`src/shared/gpps_defines.svh`:
```
// Register offsets, field positions and reset values of the pin-steering GPIO port
`ifndef GPPS_DEFINES_SVH
`define GPPS_DEFINES_SVH

// Byte addresses of the register words
`define GPPS_OFF_PIN_VALUE      12'h000
`define GPPS_OFF_OUTPUT_LATCH   12'h004
`define GPPS_OFF_DIRECTION      12'h008
`define GPPS_OFF_ANALOG_SELECT  12'h00c
`define GPPS_OFF_PIN_STEERING   12'h010

// Reset values
`define GPPS_RST_DIRECTION      8'hff
`define GPPS_RST_OUTPUT_LATCH   8'h00
`define GPPS_RST_ANALOG_SELECT  8'h2f
`define GPPS_RST_PIN_STEERING   8'h00

// Implemented bit masks
`define GPPS_MASK_ANALOG_SELECT 8'h2f
`define GPPS_MASK_PIN_STEERING  8'h03

// Field positions of the steering register
`define GPPS_BIT_CCP_PIN_SELECT 0
`define GPPS_BIT_TMR_CLK_SELECT 1

// Pin that carries clock and oscillator outputs
`define GPPS_PIN_SIX            3'h6

// Width of the raw input bundle (8 port pins, 2 timer pins, 2 capture pins)
`define GPPS_IN_WIDTH           12

`endif

```
`src/shared/gpps_pkg.sv`:
```
// Types shared by the pin-steering GPIO port
package gpps_pkg;

    // Register selected by an APB address
    typedef enum logic [2:0] {
        SEL_NONE          = 3'h0,
        SEL_PIN_VALUE     = 3'h1,
        SEL_OUTPUT_LATCH  = 3'h2,
        SEL_DIRECTION     = 3'h3,
        SEL_ANALOG_SELECT = 3'h4,
        SEL_PIN_STEERING  = 3'h5
    } gpps_reg_sel_type;

endpackage

```
`src/logic/gpps_port.sv`:
```
// Eight-pin GPIO port with analog select, pin steering and an APB register slave
//
// Function
// Eight pins, each with direction, output latch and pin-level read bit.
// Direction one tri-states the pin; zero drives the latched value.
// Writing the pin-value register updates the output latch.
// Latch register reads the latch; pin-value register reads live pin levels.
// Port writes are read-modify-write: sampled pin levels merged with written bits.
// An enabled peripheral output takes the pin away from the latch; still readable.
// Direction bits control the drivers even in analog mode.
// Software keeps direction set to input on analog pins.
// Analog-selected pins read zero digitally; analog functions are enabled.
// Analog select disables the pin's digital input buffer.
// Analog select does not affect digital output driving.
// Every reset sets all implemented analog-select bits to one.
// Software clears analog select before using a pin as digital input.
// Steering bit 1 picks timer clock input from first or second pin.
// Steering bit 0 puts capture/compare on primary or alternate pin.
// Steering leaves direction alone; overrides follow; unselected pin untouched.
// Steering bits 7 to 2 read zero; implemented bits reset to zero.
// Pin six priority: clock output, oscillator output, then latch.
// Only pins 5 and 3 to 0 have analog select; others read zero.
// All direction bits reset to one, all pins tri-stated inputs.
// Writes act at the strobe edge; reads return values sampled in the setup cycle.
// Pin inputs are synchronised on the core clock before being read.
`timescale 1ns/1ps
`include "gpps_defines.svh"

module gpps_port (
    input  wire logic        MCLK,              // Core clock, 100 MHz
    input  wire logic        RST_N,             // Asynchronous reset, active low
    // APB slave
    input  wire logic        PSEL,              // Slave select
    input  wire logic        PENABLE,           // Access phase
    input  wire logic        PWRITE,            // Write when high
    input  wire logic [11:0] PADDR,             // Byte address
    input  wire logic [31:0] PWDATA,            // Write data
    input  wire logic [3:0]  PSTRB,             // Byte strobes
    output logic      [31:0] PRDATA,            // Read data
    output logic             PREADY,            // Transfer ready
    output logic             PSLVERR,           // Unmapped address
    // Port pins
    input  wire logic [7:0]  PORT_IN,           // Pin levels
    output logic      [7:0]  PORT_OUT,          // Pin drive values
    output logic      [7:0]  PORT_OE_N,         // Low while driving
    output logic      [7:0]  ANALOG_ENABLE,     // Analog function enable
    output logic      [7:0]  INPUT_BUFFER_OFF,  // Digital input buffer off
    // Pin six output sources
    input  wire logic        CLOCK_OUTPUT_FUNCTION_EN,         // Clock output enabled
    input  wire logic        CLOCK_OUTPUT_FUNCTION_VAL,        // Clock output level
    input  wire logic        OSCOUT_EN,         // Oscillator output enabled
    input  wire logic        OSCOUT_VAL,        // Oscillator output level
    // Timer clock input steering
    input  wire logic        TMR_CLK_PIN_FIRST, // First alternate pin level
    input  wire logic        TMR_CLK_PIN_SECOND,// Second alternate pin level
    output logic             TIMER_CLOCK_INPUT, // Selected timer clock
    // Capture/compare steering
    input  wire logic        CCP_OUT_EN,        // Peripheral owns pin output
    input  wire logic        CCP_OUT_VAL,       // Compare output level
    output logic             CCP_CAPTURE_IN,    // Selected capture level
    input  wire logic        CCP_PRI_IN,        // Primary pin level
    input  wire logic        CCP_PRI_PORT_OUT,  // Primary pin port latch
    input  wire logic        CCP_PRI_PORT_OE_N, // Primary pin port enable
    output logic             CCP_PRI_OUT,       // Primary pin drive
    output logic             CCP_PRI_OE_N,      // Primary pin enable, low drives
    input  wire logic        CCP_ALT_IN,        // Alternate pin level
    input  wire logic        CCP_ALT_PORT_OUT,  // Alternate pin port latch
    input  wire logic        CCP_ALT_PORT_OE_N, // Alternate pin port enable
    output logic             CCP_ALT_OUT,       // Alternate pin drive
    output logic             CCP_ALT_OE_N       // Alternate pin enable, low drives
);

    // per-pin register bits
    logic [7:0]                   direction;
    logic [7:0]                   output_latch;
    logic [7:0]                   analog_select;
    logic [7:0]                   pin_steering;

    // Input synchroniser chain
    logic [`GPPS_IN_WIDTH-1:0]    in_raw;
    logic [`GPPS_IN_WIDTH-1:0]    sync_a;
    logic [`GPPS_IN_WIDTH-1:0]    sync_b;
    logic [`GPPS_IN_WIDTH-1:0]    sync_c;
    logic [`GPPS_IN_WIDTH-1:0]    in_level;

    // Bus decode
    gpps_pkg::gpps_reg_sel_type   sel;
    logic                         setup_phase;
    logic                         wr_take;
    logic                         lane0;
    logic [7:0]                   pin_level;
    logic [7:0]                   next_rdata;
    logic [7:0]                   next_port_out;
    logic [7:0]                   next_port_oe_n;
    logic                         ccp_on_alt;
    logic                         tmr_on_second;

    // Address to register decode
    function automatic gpps_pkg::gpps_reg_sel_type decode(input logic [11:0] addr);
        if (addr == `GPPS_OFF_PIN_VALUE) begin
            decode = gpps_pkg::SEL_PIN_VALUE;
        end else if (addr == `GPPS_OFF_OUTPUT_LATCH) begin
            decode = gpps_pkg::SEL_OUTPUT_LATCH;
        end else if (addr == `GPPS_OFF_DIRECTION) begin
            decode = gpps_pkg::SEL_DIRECTION;
        end else if (addr == `GPPS_OFF_ANALOG_SELECT) begin
            decode = gpps_pkg::SEL_ANALOG_SELECT;
        end else if (addr == `GPPS_OFF_PIN_STEERING) begin
            decode = gpps_pkg::SEL_PIN_STEERING;
        end else begin
            decode = gpps_pkg::SEL_NONE;
        end
    endfunction

    // Bundle of all external pin-level inputs: port, timer and capture pins
    assign in_raw = {CCP_ALT_IN, CCP_PRI_IN, TMR_CLK_PIN_SECOND, TMR_CLK_PIN_FIRST, PORT_IN};

    // synchronise pin inputs
    always_ff @(posedge MCLK or negedge RST_N) begin
        if (!RST_N) begin
            sync_a <= '0;
            sync_b <= '0;
            sync_c <= '0;
        end else begin
            sync_a <= in_raw;
            sync_b <= sync_a;
            sync_c <= sync_b;
        end
    end

    // Accept a change once second and third stages agree
    always_ff @(posedge MCLK or negedge RST_N) begin
        if (!RST_N) begin
            in_level <= '0;
        end else begin
            in_level <= (sync_b & sync_c) | (in_level & (sync_b ^ sync_c));
        end
    end

    // analog pins read zero
    assign pin_level = in_level[7:0] & ~analog_select;

    // Bus phase decode
    assign sel         = decode(PADDR);
    assign setup_phase = PSEL && !PENABLE;
    // write acts at the completing edge
    assign wr_take     = PSEL && PENABLE && PREADY && PWRITE;
    assign lane0       = PSTRB[0];

    // Ready and error answered one cycle after setup
    always_ff @(posedge MCLK or negedge RST_N) begin
        if (!RST_N) begin
            PREADY  <= 1'b0;
            PSLVERR <= 1'b0;
        end else begin
            PREADY  <= setup_phase;
            PSLVERR <= setup_phase && (sel == gpps_pkg::SEL_NONE);
        end
    end

    // read data mux
    always_comb begin
        next_rdata = 8'h00;
        case (sel)
            gpps_pkg::SEL_PIN_VALUE:     next_rdata = pin_level;
            gpps_pkg::SEL_OUTPUT_LATCH:  next_rdata = output_latch;
            gpps_pkg::SEL_DIRECTION:     next_rdata = direction;
            // unimplemented analog bits read zero
            gpps_pkg::SEL_ANALOG_SELECT: next_rdata = analog_select & `GPPS_MASK_ANALOG_SELECT;
            // upper steering bits read zero
            gpps_pkg::SEL_PIN_STEERING:  next_rdata = pin_steering & `GPPS_MASK_PIN_STEERING;
            default:                     next_rdata = 8'h00;
        endcase
    end

    // Read data captured in the setup cycle
    always_ff @(posedge MCLK or negedge RST_N) begin
        if (!RST_N) begin
            PRDATA <= 32'h0000_0000;
        end else if (setup_phase && !PWRITE) begin
            PRDATA <= {24'h00_0000, next_rdata};
        end
    end

    // Output latch register
    always_ff @(posedge MCLK or negedge RST_N) begin
        if (!RST_N) begin
            output_latch <= `GPPS_RST_OUTPUT_LATCH;
        end else if (wr_take && (sel == gpps_pkg::SEL_PIN_VALUE
                                 || sel == gpps_pkg::SEL_OUTPUT_LATCH)) begin
            // merge written lane over sampled pins
            output_latch <= lane0 ? PWDATA[7:0] : pin_level;
        end
    end

    // Direction register
    always_ff @(posedge MCLK or negedge RST_N) begin
        if (!RST_N) begin
            // all pins start as inputs
            direction <= `GPPS_RST_DIRECTION;
        end else if (wr_take && lane0 && sel == gpps_pkg::SEL_DIRECTION) begin
            direction <= PWDATA[7:0];
        end
    end

    // Analog select register
    always_ff @(posedge MCLK or negedge RST_N) begin
        if (!RST_N) begin
            // reset to analog mode
            analog_select <= `GPPS_RST_ANALOG_SELECT;
        end else if (wr_take && lane0 && sel == gpps_pkg::SEL_ANALOG_SELECT) begin
            // keep only implemented bits
            analog_select <= PWDATA[7:0] & `GPPS_MASK_ANALOG_SELECT;
        end
    end

    // Steering register
    always_ff @(posedge MCLK or negedge RST_N) begin
        if (!RST_N) begin
            // steering resets to zero
            pin_steering <= `GPPS_RST_PIN_STEERING;
        end else if (wr_take && lane0 && sel == gpps_pkg::SEL_PIN_STEERING) begin
            pin_steering <= PWDATA[7:0] & `GPPS_MASK_PIN_STEERING;
        end
    end

    // Analog controls follow the select bits
    assign ANALOG_ENABLE    = analog_select;
    assign INPUT_BUFFER_OFF = analog_select;

    // Pin drive selection
    always_comb begin
        // direction alone gates the latch driver
        next_port_out  = output_latch;
        next_port_oe_n = direction;
        // clock output, then oscillator, then latch
        if (CLOCK_OUTPUT_FUNCTION_EN) begin
            next_port_out[`GPPS_PIN_SIX]  = CLOCK_OUTPUT_FUNCTION_VAL;
            next_port_oe_n[`GPPS_PIN_SIX] = 1'b0;
        end else if (OSCOUT_EN) begin
            next_port_out[`GPPS_PIN_SIX]  = OSCOUT_VAL;
            next_port_oe_n[`GPPS_PIN_SIX] = 1'b0;
        end
    end

    // Registered pin drivers
    always_ff @(posedge MCLK or negedge RST_N) begin
        if (!RST_N) begin
            PORT_OUT  <= 8'h00;
            PORT_OE_N <= 8'hff;
        end else begin
            PORT_OUT  <= next_port_out;
            PORT_OE_N <= next_port_oe_n;
        end
    end

    // Steering selects
    assign ccp_on_alt    = pin_steering[`GPPS_BIT_CCP_PIN_SELECT];
    assign tmr_on_second = pin_steering[`GPPS_BIT_TMR_CLK_SELECT];

    // timer clock input routing
    always_ff @(posedge MCLK or negedge RST_N) begin
        if (!RST_N) begin
            TIMER_CLOCK_INPUT <= 1'b0;
        end else begin
            TIMER_CLOCK_INPUT <= tmr_on_second ? in_level[9] : in_level[8];
        end
    end

    // capture input routing
    always_ff @(posedge MCLK or negedge RST_N) begin
        if (!RST_N) begin
            CCP_CAPTURE_IN <= 1'b0;
        end else begin
            CCP_CAPTURE_IN <= ccp_on_alt ? in_level[11] : in_level[10];
        end
    end

    // override only the selected pin, port values pass otherwise
    always_ff @(posedge MCLK or negedge RST_N) begin
        if (!RST_N) begin
            CCP_PRI_OUT  <= 1'b0;
            CCP_PRI_OE_N <= 1'b1;
            CCP_ALT_OUT  <= 1'b0;
            CCP_ALT_OE_N <= 1'b1;
        end else begin
            CCP_PRI_OUT  <= (CCP_OUT_EN && !ccp_on_alt) ? CCP_OUT_VAL : CCP_PRI_PORT_OUT;
            CCP_PRI_OE_N <= (CCP_OUT_EN && !ccp_on_alt) ? 1'b0 : CCP_PRI_PORT_OE_N;
            CCP_ALT_OUT  <= (CCP_OUT_EN && ccp_on_alt) ? CCP_OUT_VAL : CCP_ALT_PORT_OUT;
            CCP_ALT_OE_N <= (CCP_OUT_EN && ccp_on_alt) ? 1'b0 : CCP_ALT_PORT_OE_N;
        end
    end

endmodule

```
`config.mk`:
```
export PLATFORM = sky130hd
export DESIGN_NAME = gpps_port
export DESIGN_NICKNAME = d
export VERILOG_FILES = /design/src/shared/gpps_pkg.sv /design/src/logic/gpps_port.sv
export VERILOG_INCLUDE_DIRS = /design/src /design/src/shared
export SDC_FILE = /design/constraint.sdc
export NUM_CORES = 1
export LEC_CHECK = 0
export BUFFER_PORTS_ARGS = -buffer_cell sky130_fd_sc_hd__buf_2
export CORE_ASPECT_RATIO = 2
export CORE_MARGIN = 3
export CORE_UTILIZATION = 30
export DETAILED_ROUTE_END_ITERATION = 16
export PLACE_DENSITY = 0.57
export RECOVER_POWER = 25
export SLEW_MARGIN = 30
export SYNTH_ARGS = -nofsm -noshare
export SYNTH_HDL_FRONTEND = slang
export SYNTH_SLANG_ARGS = --single-unit
```
`constraint.sdc`:
```
create_clock -name MCLK -period 1.65 [get_ports MCLK]
set_input_delay 0.33 -clock MCLK [delete_from_list [all_inputs] [get_ports MCLK]]
set_output_delay 0.33 -clock MCLK [all_outputs]
set_load 0.02 [all_outputs]
```
==> flow_metrics.py <==
metrics = {
    "run_status": {
        "status": "finished with violations",
        "violations": "negative setup slack",
    },
    "logic_synthesis": {
        "postSynth.asyncResetShare_pct": 100,
        "ys_types": 36,
        "yosys-top-cells-area": "dfrtp_1 49%, dfstp_2 15%, mux2_2 7.7%, buf_4 6.4%, ha_1 3.7%",
        "post-synth-top-count-cell": "dfrtp_1",
        "avgSynthCellArea_um2": 14.2,
        "synth_edf_count": 0,
        "ys_warn_count": 0,
        "syn_area_um2": 4090,
        "yosys.area.top_type": "dfrtp_1",
        "netlist_instances": 287,
        "synthFlopType": "dfrtp_1",
        "ys_ff_latch": 103,
        "ys_seq_area_share_pct": 63.8,
        "synthTopCellsByCount": "80 x dfrtp_1, 35 x buf_4, 28 x mux2_2, 23 x dfstp_2, 19 x nand2_1",
        "yosysTopAreaCellShare_pct": 49.0,
    },
    "critical_path": {
        "startpoint_type": "input port",
        "slowest_delay_ns": 0.59,
        "worst_ep_arrival_time_ns": 2.24,
        "cp_max_fo": 5,
        "path_delay_family": "simple AND/OR/NAND/NOR gates",
        "critPathCaptureType": "flop",
        "critPathSlowestCell": "or4_4",
        "r2r_slack_ns": -0.04,
        "crit_path_cell_trace": "buf_6 > or4_4 > or3_4 > or4_4 > mux2_4",
        "critPathRequiredTime_ns": 1.92,
        "worstSetupPathType": "in2reg",
        "crit_buf_inv": 1,
        "cp_common_cell": "or4_4",
    },
    "clocking": {
        "cts_root_buf": "clkbuf_16",
        "cts_tree": "built",
        "clk_latency_ns": 0.34,
        "cts_setup_buffers": 0,
        "cts_max_path_buffers": 2,
        "clk_pin_slew_worst_paths_ns": 0.07,
        "cts_buffers": 9,
        "ctsHtreeMaxLevel": 3,
        "cts.sinks": 103,
    },
    "power": {
        "cellPowerDensity_nw_per_um2": 1060,
        "worst_ir_drop_vdd_mv": 0.509,
        "p_leak_nw": 2.62,
        "power_mw": 5.49,
    },
    "sta": {
        "setup_slack_ns": -0.326,
        "maxSlewHeadroom_pct": 60.9,
        "fin_crit_sh_pct": 120,
        "max_freq_ghz": 0.506,
        "rsz0062_at_grt": "yes",
        "clock_skew_ns": 0.00680,
        "hold_violations": 0,
        "setup_viol": 26,
        "worst_pin_slew_ns": 0.587,
        "slew_viol_final": 0,
        "fin_crit_ns": 1.98,
    },
    "placed_design": {
        "place_congestion": 0.751,
        "numPortBuffers": 89,
        "hpwl_mm": 6.63,
        "dp_slack_ns": -0.703,
    },
    "worst_hold_path": {
        "min_path_type": "in2reg",
    },
    "grt": {
        "grt.overflow.total": 0,
        "grt_pass1_vias": 2555,
        "grt_max_degree": 45,
        "grt.total_usage_pct": 12.0,
        "antenna_found_initial": 0,
        "grt_pass1_wl_mm": 13.6,
    },
    "finish": {
        "fillers": 1279,
        "fin_util_pct": 39.4,
        "drive_gt1_share_pct": 47.4,
        "fin_nets": 485,
        "syn_to_final_growth_pct": 26.6,
        "insertedDiodeCount": 0,
    },
    "floorplan": {
        "pin_count": 147,
        "die-area_um2": 15100,
        "start_util_pct": 31.1,
        "core_area_um2": 13100,
        "dieHeight_um": 171,
        "rows": 59,
        "die_x_um": 88.5,
    },
    "route": {
        "wire_per_inst_um": 15.6,
        "vias": 2506,
        "ant_nets": 0,
        "drt_pass1_iterations": 4,
        "drc": 0,
        "wirelength_mm": 8.65,
        "first_iter_violations": 74,
        "via_per_inst": 4.52,
    },
    "flow_run": {
        "cap_viol_max_count": 0,
    },
}
[final cells by class]
class	instances	area [um^2]	share of cell area, %
Sequential cell	103	2610	50.4
Multi-Input combinational cell	169	1380	26.6
Timing Repair Buffer	112	643	12.4
Clock buffer	10	239	4.62
Tap cell	152	190	3.68
Clock inverter	6	108	2.08
Inverter	3	11.3	0.218
[layer usage]
layer	wire length [um]	global-route usage (%)
met5	0	0
met4	154	4.54
met3	582	3.33
met2	4640	20.6
met1	3280	14.1
[cell usage in the layout, fill, tap and decap left out, types with 5 or more instances in the layout]
master / instances
dfstp_2: 17
dfstp_1: 6
dfrtp_1: 80
mux2_2: 18
mux2i_1: 6
ha_1: 12
clkbuf_16: 9
o21ai_0: 8
nor2_1: 7
buf_2: 86
nand2_1: 19
nor2b_1: 7
buf_4: 18
conb_1: 30
buf_6: 5
a21o_1: 12
a21oi_1: 5
mux2_4: 15
[timing repair]
action,in CTS,in global routing
pin swaps,8,4
hold endpoints to repair,3,0
setup endpoints to repair,28,26
hold buffers,1,0
resized for setup,14,3
[report_power, final]
group          total (mW)  switching (mW)  internal (mW)  leakage [nW]
Sequential           2.66          0.0396           2.62          1.24
Combinational       0.409           0.248          0.160          1.21
Clock                2.42           0.903           1.52         0.168
Total                5.49            1.19           4.30          2.62
[sequential cells by signal (all words and copies together) (netlist names), 2 cells and up]
| signal | count |
|---|---|
| PRDATA | 8 |
| direction | 8 |
| PORT_OE_N | 8 |
| ANALOG_ENABLE | 5 |
| output_latch | 8 |
| sync_c | 12 |
| in_level | 12 |
| pin_steering | 2 |
| PORT_OUT | 8 |
| sync_b | 12 |
| sync_a | 12 |
[metrics by stage]
stage	std cells	area [um^2]	hold WS [ns]	setup TNS, ns
2_1_floorplan	316	4230	0.0344	-11.90
3_3_place_gp	538	4750	0.150	-16.19
3_5_place_dp	538	4750	0.148	-17.25
4_1_cts	555	5170	0.0736	-3.97
5_1_grt	555	5170	0.0748	-5.22
6_report	555	5170	0.0854	-4.48
[cells by family (layout without fill, tap and decap cells)]
kind of cell	Yosys count	after routing	share of synthesized area, %
buf+inv	44	131	7.44
simple gates	55	55	7.65
other cells	1	30	0.0917
fa+ha+maj	12	12	3.67
flops	103	103	63.8
compound gates	30	30	4.71
mux	42	42	12.7
[path summary, 6_finish.rpt]
path | cells after the start | end | startpoint
worst max-delay path | 5 | ANALOG_ENABLE[0] | PADDR[10]
worst min-delay path | 1 | sync_a[3] | PORT_IN[3]
worst max register to register | 4 | ANALOG_ENABLE[0] | PREADY
worst min register to register | 0 | sync_b[7] | sync_a[7]
max in group asynchronous | 3 | PORT_OUT[5] | RST_N
min in group asynchronous | 2 | sync_b[10] | RST_N
Note: power is estimated with default switching activity, not from simulation.
